`src/include/status_pkg.sv`:
```
// Shared constants and command codes for the status-reporting register set
package status_pkg;
  localparam int REG_W            = 16;
  localparam int BYTE_W           = 8;
  localparam int OPER_SETTLED_BIT = 8;
  localparam int QUES_DCV_BIT     = 0;
  localparam int QUES_TEMP_BIT    = 4;
  localparam int QUES_OHMS_BIT    = 9;
  localparam int ESR_OPC_BIT      = 0;
  localparam int ESR_QUERY_BIT    = 2;
  localparam int ESR_DEV_BIT      = 3;
  localparam int ESR_EXEC_BIT     = 4;
  localparam int ESR_CMD_BIT      = 5;
  localparam int ESR_PON_BIT      = 7;
  localparam int STB_ERRQ_BIT     = 2;
  localparam int STB_QUES_BIT     = 3;
  localparam int STB_ESR_BIT      = 5;
  localparam int STB_RQS_BIT      = 6;
  localparam int STB_OPER_BIT     = 7;
  localparam int ERRQ_DEPTH       = 20;
  localparam int ERRQ_PTR_W       = 5;
  localparam int ERR_W            = 16;
  localparam logic [ERRQ_PTR_W-1:0] ERRQ_LAST  = 5'h13;
  localparam logic [ERRQ_PTR_W-1:0] ERRQ_FULL  = 5'h14;
  localparam logic [REG_W-1:0]      RESP_ONE   = 16'h0001;
  localparam logic [REG_W-1:0]      REG_RESET  = 16'h0000;
  localparam logic [BYTE_W-1:0]     BYTE_RESET = 8'h00;

  typedef enum logic [4:0] {
    CMD_NOP, CMD_CLS, CMD_STAT_PRESET,
    CMD_QUES_COND_Q, CMD_QUES_EVENT_Q, CMD_QUES_EN_W, CMD_QUES_EN_Q,
    CMD_OPER_COND_Q, CMD_OPER_EVENT_Q, CMD_OPER_EN_W, CMD_OPER_EN_Q,
    CMD_ESE_W, CMD_ESE_Q, CMD_ESR_Q, CMD_OPC, CMD_OPC_Q,
    CMD_PSC_W, CMD_PSC_Q, CMD_SRE_W, CMD_SRE_Q, CMD_ERR_Q
  } cmd_e;
endpackage

```
`src/include/errq_if.sv`:
```
// Link between the register set and its error queue
`timescale 1ns/1ps
interface errq_if;
  logic                          push;
  logic [status_pkg::ERR_W-1:0]  push_code;
  logic                          pop;
  logic [status_pkg::ERR_W-1:0]  head;
  logic                          empty;
  logic [status_pkg::ERRQ_PTR_W-1:0] count;
  modport owner (output push, push_code, pop, input head, empty, count);
  modport queue (input push, push_code, pop, output head, empty, count);
endinterface

```
`src/verilog/error_queue.sv`:
```
// First-in first-out store of error codes
`timescale 1ns/1ps
module error_queue (
  input wire logic mclk,
  input wire logic sys_rst,
  errq_if.queue    q
);
  typedef struct packed {
    logic [status_pkg::ERRQ_DEPTH-1:0][status_pkg::ERR_W-1:0] mem;
    logic [status_pkg::ERRQ_PTR_W-1:0]                        rd;
    logic [status_pkg::ERRQ_PTR_W-1:0]                        wr;
    logic [status_pkg::ERRQ_PTR_W-1:0]                        count;
  } errq_s;

  errq_s s_q;
  errq_s s_d;
  logic  do_pop;
  logic  do_push;

  assign q.head  = s_q.mem[s_q.rd];
  assign q.empty = (s_q.count == '0);
  assign q.count = s_q.count;

  always_comb
  begin
    s_d     = s_q;
    do_pop  = q.pop && (s_q.count != '0);
    // A full queue drops the newest error so the oldest ones survive
    do_push = q.push && ((s_q.count != status_pkg::ERRQ_FULL) || do_pop);
    if (do_pop)
    begin
      s_d.rd = (s_q.rd == status_pkg::ERRQ_LAST) ? '0 : s_q.rd + 5'h01;
    end
    if (do_push)
    begin
      s_d.mem[s_q.wr] = q.push_code;
      s_d.wr = (s_q.wr == status_pkg::ERRQ_LAST) ? '0 : s_q.wr + 5'h01;
    end
    s_d.count = s_q.count + {4'h0, do_push} - {4'h0, do_pop};
  end

  always_ff @(posedge mclk)
  begin
    if (sys_rst)
      s_q <= '0;
    else
      s_q <= s_d;
  end
endmodule

```
`src/verilog/status_regs.sv`:
```
// Status-reporting register set with command port and error queue
//
// Behaviour
// Questionable event register clears on clear-status and on its own query.
// Questionable enable clears at power-on, on preset, and on write of 0.
// Each 0-to-1 change of an operational condition bit latches into its event bit.
// Only operational bit 8 is used: filter enabled and settled; rest read 0.
// Settled condition updates every measurement; event bit records ever settled.
// Operational event register clears on clear-status and on its own query.
// Operational enable clears at power-on, on preset, and on write of 0.
// Error queue holds 20 entries, returned oldest first on each error query.
// Every register query answers with the binary-weighted value of set bits.
// Written enable masks are stored and select event bits for the status byte.
// Preset clears questionable and operational enables, nothing else.
// Clear-status clears the status byte summary and every event register; the code keeps the error queue and its status byte bit 2.
// Operation-complete command sets standard event bit 0 after earlier commands.
// Operation-complete query puts response 1 in the output buffer.
// Non-volatile power-on-clear flag decides if status and event enables clear.
// Questionable bits 0, 4, 9 flag volt, temperature, ohms overload; others 0.
// Each status byte summary bit is OR of event AND enable.
`timescale 1ns/1ps
module status_regs (
  input  wire logic        mclk,
  input  wire logic        sys_rst,
  input  wire logic        cmd_valid,
  input  wire logic [4:0]  cmd_code,
  input  wire logic [15:0] cmd_data,
  input  wire logic        meas_done,
  input  wire logic        filter_enabled,
  input  wire logic        filter_settled,
  input  wire logic        ovld_dcv,
  input  wire logic        ovld_temp,
  input  wire logic        ovld_ohms,
  input  wire logic        err_query,
  input  wire logic        err_device,
  input  wire logic        err_exec,
  input  wire logic        err_command,
  input  wire logic        err_push,
  input  wire logic [15:0] err_code,
  input  wire logic        nv_psc,
  input  wire logic [7:0]  nv_ese,
  input  wire logic [7:0]  nv_sre,
  output logic             ready_q,
  output logic             rsp_valid_q,
  output logic [15:0]      rsp_data_q,
  output logic [7:0]       stb_q,
  output logic             psc_q,
  output logic [7:0]       ese_q,
  output logic [7:0]       sre_q
);
  typedef struct packed {
    logic        ready;
    logic [15:0] ques_cond;
    logic [15:0] ques_event;
    logic [15:0] ques_en;
    logic [15:0] oper_cond;
    logic [15:0] oper_event;
    logic [15:0] oper_en;
    logic [7:0]  esr;
    logic [7:0]  ese;
    logic [7:0]  sre;
    logic [7:0]  stb;
    logic        psc;
    logic        rsp_valid;
    logic [15:0] rsp_data;
  } state_s;

  state_s              s_q;
  state_s              s_d;
  status_pkg::cmd_e    cmd;
  logic                take;
  logic                clr_ques;
  logic                clr_oper;
  logic                clr_esr;
  logic [15:0]         ques_set;
  logic [15:0]         oper_set;
  logic [7:0]          esr_set;
  logic [7:0]          stb_next;

  errq_if eq ();

  error_queue u_error_queue (
    .mclk    (mclk),
    .sys_rst (sys_rst),
    .q       (eq.queue)
  );

  assign cmd          = status_pkg::cmd_e'(cmd_code);
  assign take         = cmd_valid && s_q.ready;
  assign eq.push      = err_push;
  assign eq.push_code = err_code;
  assign eq.pop       = take && (cmd == status_pkg::CMD_ERR_Q);

  assign ready_q     = s_q.ready;
  assign rsp_valid_q = s_q.rsp_valid;
  assign rsp_data_q  = s_q.rsp_data;
  assign stb_q       = s_q.stb;
  assign psc_q       = s_q.psc;
  assign ese_q       = s_q.ese;
  assign sre_q       = s_q.sre;

  always_comb
  begin
    s_d         = s_q;
    s_d.rsp_valid = 1'b0;
    clr_ques    = 1'b0;
    clr_oper    = 1'b0;
    clr_esr     = 1'b0;
    esr_set     = status_pkg::BYTE_RESET;
    // Power-on: the enables that follow the flag come back from non-volatile storage unless it says clear
    if (!s_q.ready)
    begin
      s_d.ready = 1'b1;
      s_d.psc   = nv_psc;
      s_d.ese   = nv_psc ? status_pkg::BYTE_RESET : nv_ese;
      s_d.sre   = nv_psc ? status_pkg::BYTE_RESET : nv_sre;
      esr_set[status_pkg::ESR_PON_BIT] = 1'b1;
    end
    if (meas_done)
    begin
      s_d.ques_cond = status_pkg::REG_RESET;
      s_d.ques_cond[status_pkg::QUES_DCV_BIT]  = ovld_dcv;
      s_d.ques_cond[status_pkg::QUES_TEMP_BIT] = ovld_temp;
      s_d.ques_cond[status_pkg::QUES_OHMS_BIT] = ovld_ohms;
      s_d.oper_cond = status_pkg::REG_RESET;
      s_d.oper_cond[status_pkg::OPER_SETTLED_BIT] = filter_enabled && filter_settled;
      esr_set[status_pkg::ESR_DEV_BIT] = ovld_dcv || ovld_temp || ovld_ohms;
    end
    // Positive transitions only, so the event bit means the filter ever settled
    ques_set = s_d.ques_cond & ~s_q.ques_cond;
    oper_set = s_d.oper_cond & ~s_q.oper_cond;
    esr_set[status_pkg::ESR_QUERY_BIT] = err_query;
    esr_set[status_pkg::ESR_DEV_BIT]   = esr_set[status_pkg::ESR_DEV_BIT] || err_device;
    esr_set[status_pkg::ESR_EXEC_BIT]  = err_exec;
    esr_set[status_pkg::ESR_CMD_BIT]   = err_command;
    if (take)
    begin
      // Commands run one per cycle in arrival order, so all earlier ones are complete here
      case (cmd)
        status_pkg::CMD_CLS:
        begin
          clr_ques = 1'b1;
          clr_oper = 1'b1;
          clr_esr  = 1'b1;
        end
        status_pkg::CMD_STAT_PRESET:
        begin
          s_d.ques_en = status_pkg::REG_RESET;
          s_d.oper_en = status_pkg::REG_RESET;
        end
        status_pkg::CMD_QUES_COND_Q:
        begin
          s_d.rsp_valid = 1'b1;
          s_d.rsp_data  = s_q.ques_cond;
        end
        status_pkg::CMD_QUES_EVENT_Q:
        begin
          s_d.rsp_valid = 1'b1;
          s_d.rsp_data  = s_q.ques_event;
          clr_ques      = 1'b1;
        end
        status_pkg::CMD_QUES_EN_W:
          s_d.ques_en = cmd_data;
        status_pkg::CMD_QUES_EN_Q:
        begin
          s_d.rsp_valid = 1'b1;
          s_d.rsp_data  = s_q.ques_en;
        end
        status_pkg::CMD_OPER_COND_Q:
        begin
          s_d.rsp_valid = 1'b1;
          s_d.rsp_data  = s_q.oper_cond;
        end
        status_pkg::CMD_OPER_EVENT_Q:
        begin
          s_d.rsp_valid = 1'b1;
          s_d.rsp_data  = s_q.oper_event;
          clr_oper      = 1'b1;
        end
        status_pkg::CMD_OPER_EN_W:
          s_d.oper_en = cmd_data;
        status_pkg::CMD_OPER_EN_Q:
        begin
          s_d.rsp_valid = 1'b1;
          s_d.rsp_data  = s_q.oper_en;
        end
        status_pkg::CMD_ESE_W:
          s_d.ese = cmd_data[7:0];
        status_pkg::CMD_ESE_Q:
        begin
          s_d.rsp_valid = 1'b1;
          s_d.rsp_data  = {8'h00, s_q.ese};
        end
        status_pkg::CMD_ESR_Q:
        begin
          s_d.rsp_valid = 1'b1;
          s_d.rsp_data  = {8'h00, s_q.esr};
          clr_esr       = 1'b1;
        end
        status_pkg::CMD_OPC:
          esr_set[status_pkg::ESR_OPC_BIT] = 1'b1;
        status_pkg::CMD_OPC_Q:
        begin
          s_d.rsp_valid = 1'b1;
          s_d.rsp_data  = status_pkg::RESP_ONE;
        end
        status_pkg::CMD_PSC_W:
          s_d.psc = cmd_data != 16'h0000;
        status_pkg::CMD_PSC_Q:
        begin
          s_d.rsp_valid = 1'b1;
          s_d.rsp_data  = {15'h0000, s_q.psc};
        end
        status_pkg::CMD_SRE_W:
          s_d.sre = cmd_data[7:0];
        status_pkg::CMD_SRE_Q:
        begin
          s_d.rsp_valid = 1'b1;
          s_d.rsp_data  = {8'h00, s_q.sre};
        end
        status_pkg::CMD_ERR_Q:
        begin
          // An empty queue answers 0, the no-error code
          s_d.rsp_valid = 1'b1;
          s_d.rsp_data  = eq.empty ? status_pkg::REG_RESET : eq.head;
        end
        default:
          s_d.rsp_valid = 1'b0;
      endcase
    end
    // Set wins over clear so an event in the clearing cycle is kept
    s_d.ques_event = (clr_ques ? status_pkg::REG_RESET : s_q.ques_event) | ques_set;
    s_d.oper_event = (clr_oper ? status_pkg::REG_RESET : s_q.oper_event) | oper_set;
    s_d.esr        = (clr_esr ? status_pkg::BYTE_RESET : s_q.esr) | esr_set;
    stb_next = status_pkg::BYTE_RESET;
    stb_next[status_pkg::STB_ERRQ_BIT] = !eq.empty;
    stb_next[status_pkg::STB_QUES_BIT] = |(s_q.ques_event & s_q.ques_en);
    stb_next[status_pkg::STB_ESR_BIT]  = |(s_q.esr & s_q.ese);
    stb_next[status_pkg::STB_OPER_BIT] = |(s_q.oper_event & s_q.oper_en);
    stb_next[status_pkg::STB_RQS_BIT]  = |(stb_next & s_q.sre);
    s_d.stb = stb_next;
  end

  always_ff @(posedge mclk)
  begin
    if (sys_rst)
      s_q <= '0;
    else
      s_q <= s_d;
  end

  logic [1:0] sum_w;
  logic       rqs_w;
  assign sum_w = {|(s_q.oper_event & s_q.oper_en), |(s_q.ques_event & s_q.ques_en)};
  assign rqs_w = !eq.empty && s_q.sre[status_pkg::STB_ERRQ_BIT];
endmodule

```
`config.mk`:
```
export PLATFORM = sky130hd
export DESIGN_NAME = status_regs
export DESIGN_NICKNAME = d
export VERILOG_FILES = /design/src/include/status_pkg.sv /design/src/include/errq_if.sv /design/src/verilog/error_queue.sv /design/src/verilog/status_regs.sv
export SDC_FILE = /design/constraint.sdc
export NUM_CORES = 1
export LEC_CHECK = 0
export BUFFER_PORTS_ARGS = -buffer_cell sky130_fd_sc_hd__clkbuf_2
export CAP_MARGIN = 5
export CORE_ASPECT_RATIO = 1.5
export CORE_MARGIN = 2
export CORE_UTILIZATION = 60
export CTS_CLUSTER_DIAMETER = 50
export CTS_CLUSTER_SIZE = 8
export DETAILED_ROUTE_END_ITERATION = 8
export PLACE_DENSITY = 0.87
export SYNTH_ARGS = -nofsm -noshare
export SYNTH_HDL_FRONTEND = slang
export SYNTH_SLANG_ARGS = --single-unit
```
`constraint.sdc`:
```
create_clock -name mclk -period 5.7 [get_ports mclk]
set_clock_uncertainty 0.1 [all_clocks]
set_input_delay 1.71 -clock mclk [delete_from_list [all_inputs] [get_ports mclk]]
set_output_delay 1.71 -clock mclk [all_outputs]
set_load 0.01 [all_outputs]
```
After elaboration in Yosys (flattened, before gate mapping)
Index checks and enable logic that the tools add are counted.
{ "classes": {"shift": 0, "mul": 0, "reduce_logical": 29, "magnitude_cmp": 3, "n_mux": 39, "div_mod_pow": 0, "eq_ne": 23, "n_addsub": 4, "bitwise_logic": 12} }
{ "ops": {"columns": ["op", "count"], "rows": [
  ["$bwmux 320", 1],
  ["$pmux 16 s12", 1],
  ["$mux 16", 11],
  ["$mux 147", 1],
  ["$bmux 16 s5", 1],
  ["$demux 16 s5", 1],
  ["$and 16x16->16", 4],
  ["$pmux 16 s2", 2],
  ["$eq 5x4->1 const B", 8],
  ["$mux 8", 5],
  ["$eq 5x5->1 const B", 7],
  ["$not 16->16", 2],
  ["$or 16x16->16", 2],
  ["$reduce_or 16->1", 2],
  ["$eq 5x3->1 const B", 4],
  ["$mux 18", 1],
  ["$and 8x8->8", 2],
  ["$reduce_bool 16->1", 1],
  ["$reduce_or 8->1", 2],
  ["$mux 1", 13],
  ["$lt 5x6->1 const B", 2],
  ["$reduce_bool 12->1", 1],
  ["$reduce_or 12->1", 1],
  ["$add 5x1->5 const B", 2],
  ["17 further kinds", 33]
]} }
{ "totals": {"latchBits": 0, "output_inout_bits": 43, "n_memories": 0, "ram_bits": 0, "inputBits": 68, "mem_bits_ro": 0, "reg_bits": 482} }

Depth between registers and ports, before layout
{ "depth": {"word_depth": 7, "mapped_depth": 14, "depth_no_buf": 14} }

Cells and area by module
Synthesis repeated with hierarchy kept, for this count alone.
{ "hier_totals": {"cells_unflattened": 2209, "area_unflattened_um2": 21755.9} }
{ "modules_own_cells": {"columns": ["mod", "cells_each", "instances", "area_each_um2"], "rows": [
  ["error_queue", 1502, 1, 15293.4],
  ["status_regs", 707, 1, 6462.4]
]} }

Least setup slack after synthesis
No wires, ideal clock.
{ "synth_timing": {"kind": "input -> register", "from": "input port cmd_code[1]", "to": "register u_error_queue.s_q, in the netlist u_error_queue.q.count[4]", "path_buffers": 0, "setup_slack_ps": 1384, "cell_stages": 12, "arrival_time_ps": 4083, "setup_time_ps": 132, "path_cell_list": "or4b_4 -> nor4_2 -> ha_1 -> inv_1 -> ha_1 -> inv_1 -> fa_1 -> inv_1 -> a21oi_1 -> nor2_1 -> or3_1 -> a21oi_1"} }
{ "synth_between": {"elab_chain_len": 7} }
{ "synth_lines": {"columns": ["item", "line", "text"], "rows": [
  ["start: declaration", "status_regs.sv:26", "input wire logic [4:0] cmd_code,"],
  ["$eq 5x5->1 (*)", "status_regs.sv:92", "assign eq.pop = take && (cmd == status_pkg::CMD_ERR_Q);"],
  ["$logic_and 1x1->1 (*)", "status_regs.sv:92", null],
  ["$logic_and 1x1->1 (*)", "error_queue.sv:27", "do_pop = q.pop && (s_q.count != '0);"],
  ["via u_error_queue.do_pop", "error_queue.sv:17", "logic do_pop;"],
  ["$logic_or 1x1->1", "error_queue.sv:29", "do_push = q.push && ((s_q.count != status_pkg::ERRQ_FULL) || do_pop);"],
  ["$logic_and 1x1->1", "error_queue.sv:29", null],
  ["$add 5x1->5", "error_queue.sv:39", "s_d.count = s_q.count + {4'h0, do_push} - {4'h0, do_pop};"],
  ["$sub 5x1->5 (*)", "error_queue.sv:39", null],
  ["end signal: assignment", "error_queue.sv:45", "s_q <= '0;"],
  ["end signal: assignment", "error_queue.sv:47", "s_q <= s_d;"],
  ["end: declaration", "error_queue.sv:15", "errq_s s_q;"]
]} }
The timed path passes the listed nets; every way through them passes the cells marked *.
A chain may end at the register's enable or synchronous reset.

Worst setup path after layout
Ends and elaborated chain as after synthesis.

==> results.tsv <==
stage	metric	value	unit
finish	fill_cells	2529	
clock_tree	holdBufCountCts	0	
floorplan	io_pins	111	
power_and_ir_drop	vdd_ir_drop_max	0.193	mV
timing	finalCriticalPeriod	4.38	ns
job	maxCapViolCount	0	
floorplan	die_y	234	um
clock_tree	cts_setup_buffers	0	
yosys	post_synth.cell_area_avg	8.97	um^2
finish	layout-drive-gt1-share	13.8	%
critical_path	regToRegSetupSlack	2.05	ns
finish	final_util	66.0	%
yosys	mappedNetlistArea	21100	um^2
power_and_ir_drop	p_clk_share	47.9	%
route	vias	17919	
timing	relSlewSlack	27.3	%
finish	layout_common_cells	nand2_1, dfxtp_1, a21oi_1	
route	antenna_left	0	
yosys	ys_seq_area_share	45.2	%
yosys	async_reset_ff_share	0	%
clock_tree	clock_path_buffers	3	
floorplan	core	34900	um^2
yosys	ys_ff_latch	477	
critical_path	critPathLaunchType	primary input	
clock_tree	cts_tree	done	
clock_tree	clock-sinks	477	
timing	finalSetupViolCount	0	
grt	first_global_vias	17972	
floorplan	die_w	157	um
min_path	holdCritPathClass	flip-flop to flip-flop	
critical_path	cp-end-kind	flip-flop	
yosys	synth_area_leaders	dfxtp_1, nand2_1, mux4_2, a21oi_1, mux2i_1	
critical_path	worstReg2RegStart	ready_q$_DFF_P_	
critical_path	cp.required	6.03	ns
grt	grt_max_degree	231	
timing	hold_violations	0	
clock_tree	cts_root_buffer	clkbuf_16	
timing	fin_tns_setup	0	ns
clock_tree	cts_resized	0	
power_and_ir_drop	combPwrFrac	6.5	%
power_and_ir_drop	power_frac_seq	45.6	%
route	drc	0	
finish	stdcell_area	23000	um^2
floorplan	rows	84	
placed_design	placed_area	21200	um^2
timing	slew_viol_final	0	
yosys	ys.flop_type	dfxtp_1	
yosys	ys.warnings.count	0	
placed_design	place.gp.congestion	1.03	
clock_tree	worstSkewPairLatency	0.60	ns
power_and_ir_drop	internal-power	5.72	mW
floorplan	start_util	60.5	%
timing	rsz0062_at_grt	no	
critical_path	arrival	4.71	ns
finish	final_common_cell	nand2_1	
placed_design	place_hpwl	42000	um
timing	whs	0.347	ns
grt	grtUsageTotal	35.6	%
yosys	synth.distinct_cells	64	
grt	grt_pass1_wl	99400	um
route	viasPerCell	6.42	
power_and_ir_drop	switching_share	24.3	%
route	drtIter0Drc	2325	
route	avgRoutedWirePerCell	23.4	um
critical_path	reg2reg_depth	12	
clock_tree	path_clk_slew	0.05	ns
placed_design	portBuffers	107	
clock_tree	cts_inserted_buffers	69	
critical_path	cp_max_fo	17	
route	drt_first_pass_iters	8	
critical_path	crit_path_start	cmd_code[1]	
power_and_ir_drop	p_leak	7.83	nW
yosys	yosysTopAreaCell	dfxtp_1	
power_and_ir_drop	power.density	328	nW/um^2
critical_path	r2r_end	u_error_queue.q.count[4]$_SDFF_PP0_	
route	routed_wl	65200	um
finish	regArea	9560	um^2
critical_path	crit_end	u_error_queue.q.count[4]$_SDFF_PP0_	
finish	area_delta_synth_final	9.19	%
floorplan	die_area	36700	um^2
timing	fmax	228	MHz
finish	nNetsFinal	2387	
outcome	status	complete, no violations	
grt	grt_remaining_overflow	0	
yosys	synth_edf_count	0	
power_and_ir_drop	p_switching	1.83	mW
timing	fin_crit_sh	76.9	%
critical_path	path_class	primary input to flip-flop	
finish	multi_input_area	10200	um^2
yosys	synth_top_area_share	45.2	%
yosys	syn_inst	2352	
grt	antenna_found_initial	4	
clock_tree	htreeDepth	3	
timing	worstMarginPinSlew	1.09	ns
worst max-delay path, cell delays in order:
cell	delay (ns)
clkbuf_2	0.24
or4b_4	0.64
nor4_2	0.62
ha_1	0.36
inv_1	0.06
ha_1	0.15
inv_1	0.06
fa_1	0.43
inv_1	0.07
a21oi_1	0.06
nor2_1	0.11
or3_1	0.12
a21oi_1	0.06
how the worst min path moves through the flow:
| stage | cells past startpoint | end | startpoint |
|---|---|---|---|
| after floorplan | 1 | s_q[131]$_SDFF_PP0_ | s_q[131]$_SDFF_PP0_ |
| after global placement | 1 | s_q[131]$_SDFF_PP0_ | s_q[131]$_SDFF_PP0_ |
| after detailed placement | 1 | s_q[140]$_SDFF_PP0_ | s_q[140]$_SDFF_PP0_ |
| after CTS | 2 | rsp_data_q[15]$_SDFFE_PP0P_ | rsp_data_q[15]$_SDFFE_PP0P_ |
| after global routing | 2 | u_error_queue.s_q[250]$_SDFFE_PP0P_ | u_error_queue.s_q[250]$_SDFFE_PP0P_ |
| final | 2 | rsp_data_q[15]$_SDFFE_PP0P_ | rsp_data_q[15]$_SDFFE_PP0P_ |
per-layer routing:
| layer | up-vias | wire, um | GRT usage, % |
|---|---|---|---|
| met2 | 1076 | 32000 | 59.0 |
| li1 | 7974 | - | - |
| met3 | 347 | 5350 | 9.35 |
| met1 | 8522 | 21500 | 36.5 |
| met4 | 0 | 6400 | 32.6 |
| met5 | - | 0 | 0 |
per-stage QoR:
stage | setup slack, ns | total power [mW] | instances
3_3_place_gp | 0.814 | 3.96 | 2709
2_1_floorplan | 1.38 | 3.83 | 2354
6_report | 1.32 | 7.55 | 2790
3_5_place_dp | 0.719 | 3.98 | 2709
5_1_grt | 1.12 | 7.73 | 2788
4_1_cts | 1.32 | 7.54 | 2787
registers in the layout, indices dropped and copies added, names as in the netlist, 5 cells and up:
name,flops
stb_q,5
s_q,102
sre_q,8
rsp_data_q,16
u_error_queue.s_q,330
ese_q,8
u_error_queue.q.count,5
area by class of cell:
| cell class | count | area share, % |
|---|---|---|
| clock inverter | 7 | 0.440 |
| clock buffer | 71 | 7.62 |
| sequential | 477 | 41.5 |
| antenna | 3 | 0.0326 |
| timing repair buffer | 131 | 3.26 |
| inverter | 17 | 0.277 |
| tap | 473 | 2.57 |
| multi-input combinational | 1611 | 44.3 |
cell usage after synthesis (38+ instances only):
master / n
a21oi_1: 274
a22oi_1: 68
and2_1: 47
and3_1: 38
buf_2: 54
buf_4: 53
clkbuf_1: 123
dfxtp_1: 477
mux2i_1: 121
mux4_2: 79
nand2_1: 524
nor2_1: 178
power groups by stage:
stage	Sequential, mW	Combinational (mW)	Clock [mW]
CTS	3.44	0.479	3.62
global route	3.44	0.525	3.76
finish	3.44	0.492	3.62
floorplan	3.49	0.344	0
global placement	3.50	0.459	0
detailed placement	3.50	0.473	0
cell families (layout without fill, tap and decap cells):
family / count (synthesis) / in the layout / share of synthesized area [%]
AND/OR/NAND/NOR: 924 / 924 / 19.8
flip-flops: 477 / 477 / 45.2
AO/OA/AOI/OAI: 458 / 458 / 12.9
buffers and inverters: 266 / 226 / 6.43
multiplexers: 206 / 206 / 14.5
adder cells (fa/ha/maj): 12 / 12 / 0.747
XOR/XNOR: 8 / 8 / 0.332
other: 1 / 6 / 0.0178
Note: power is estimated with default switching activity, not from simulation.
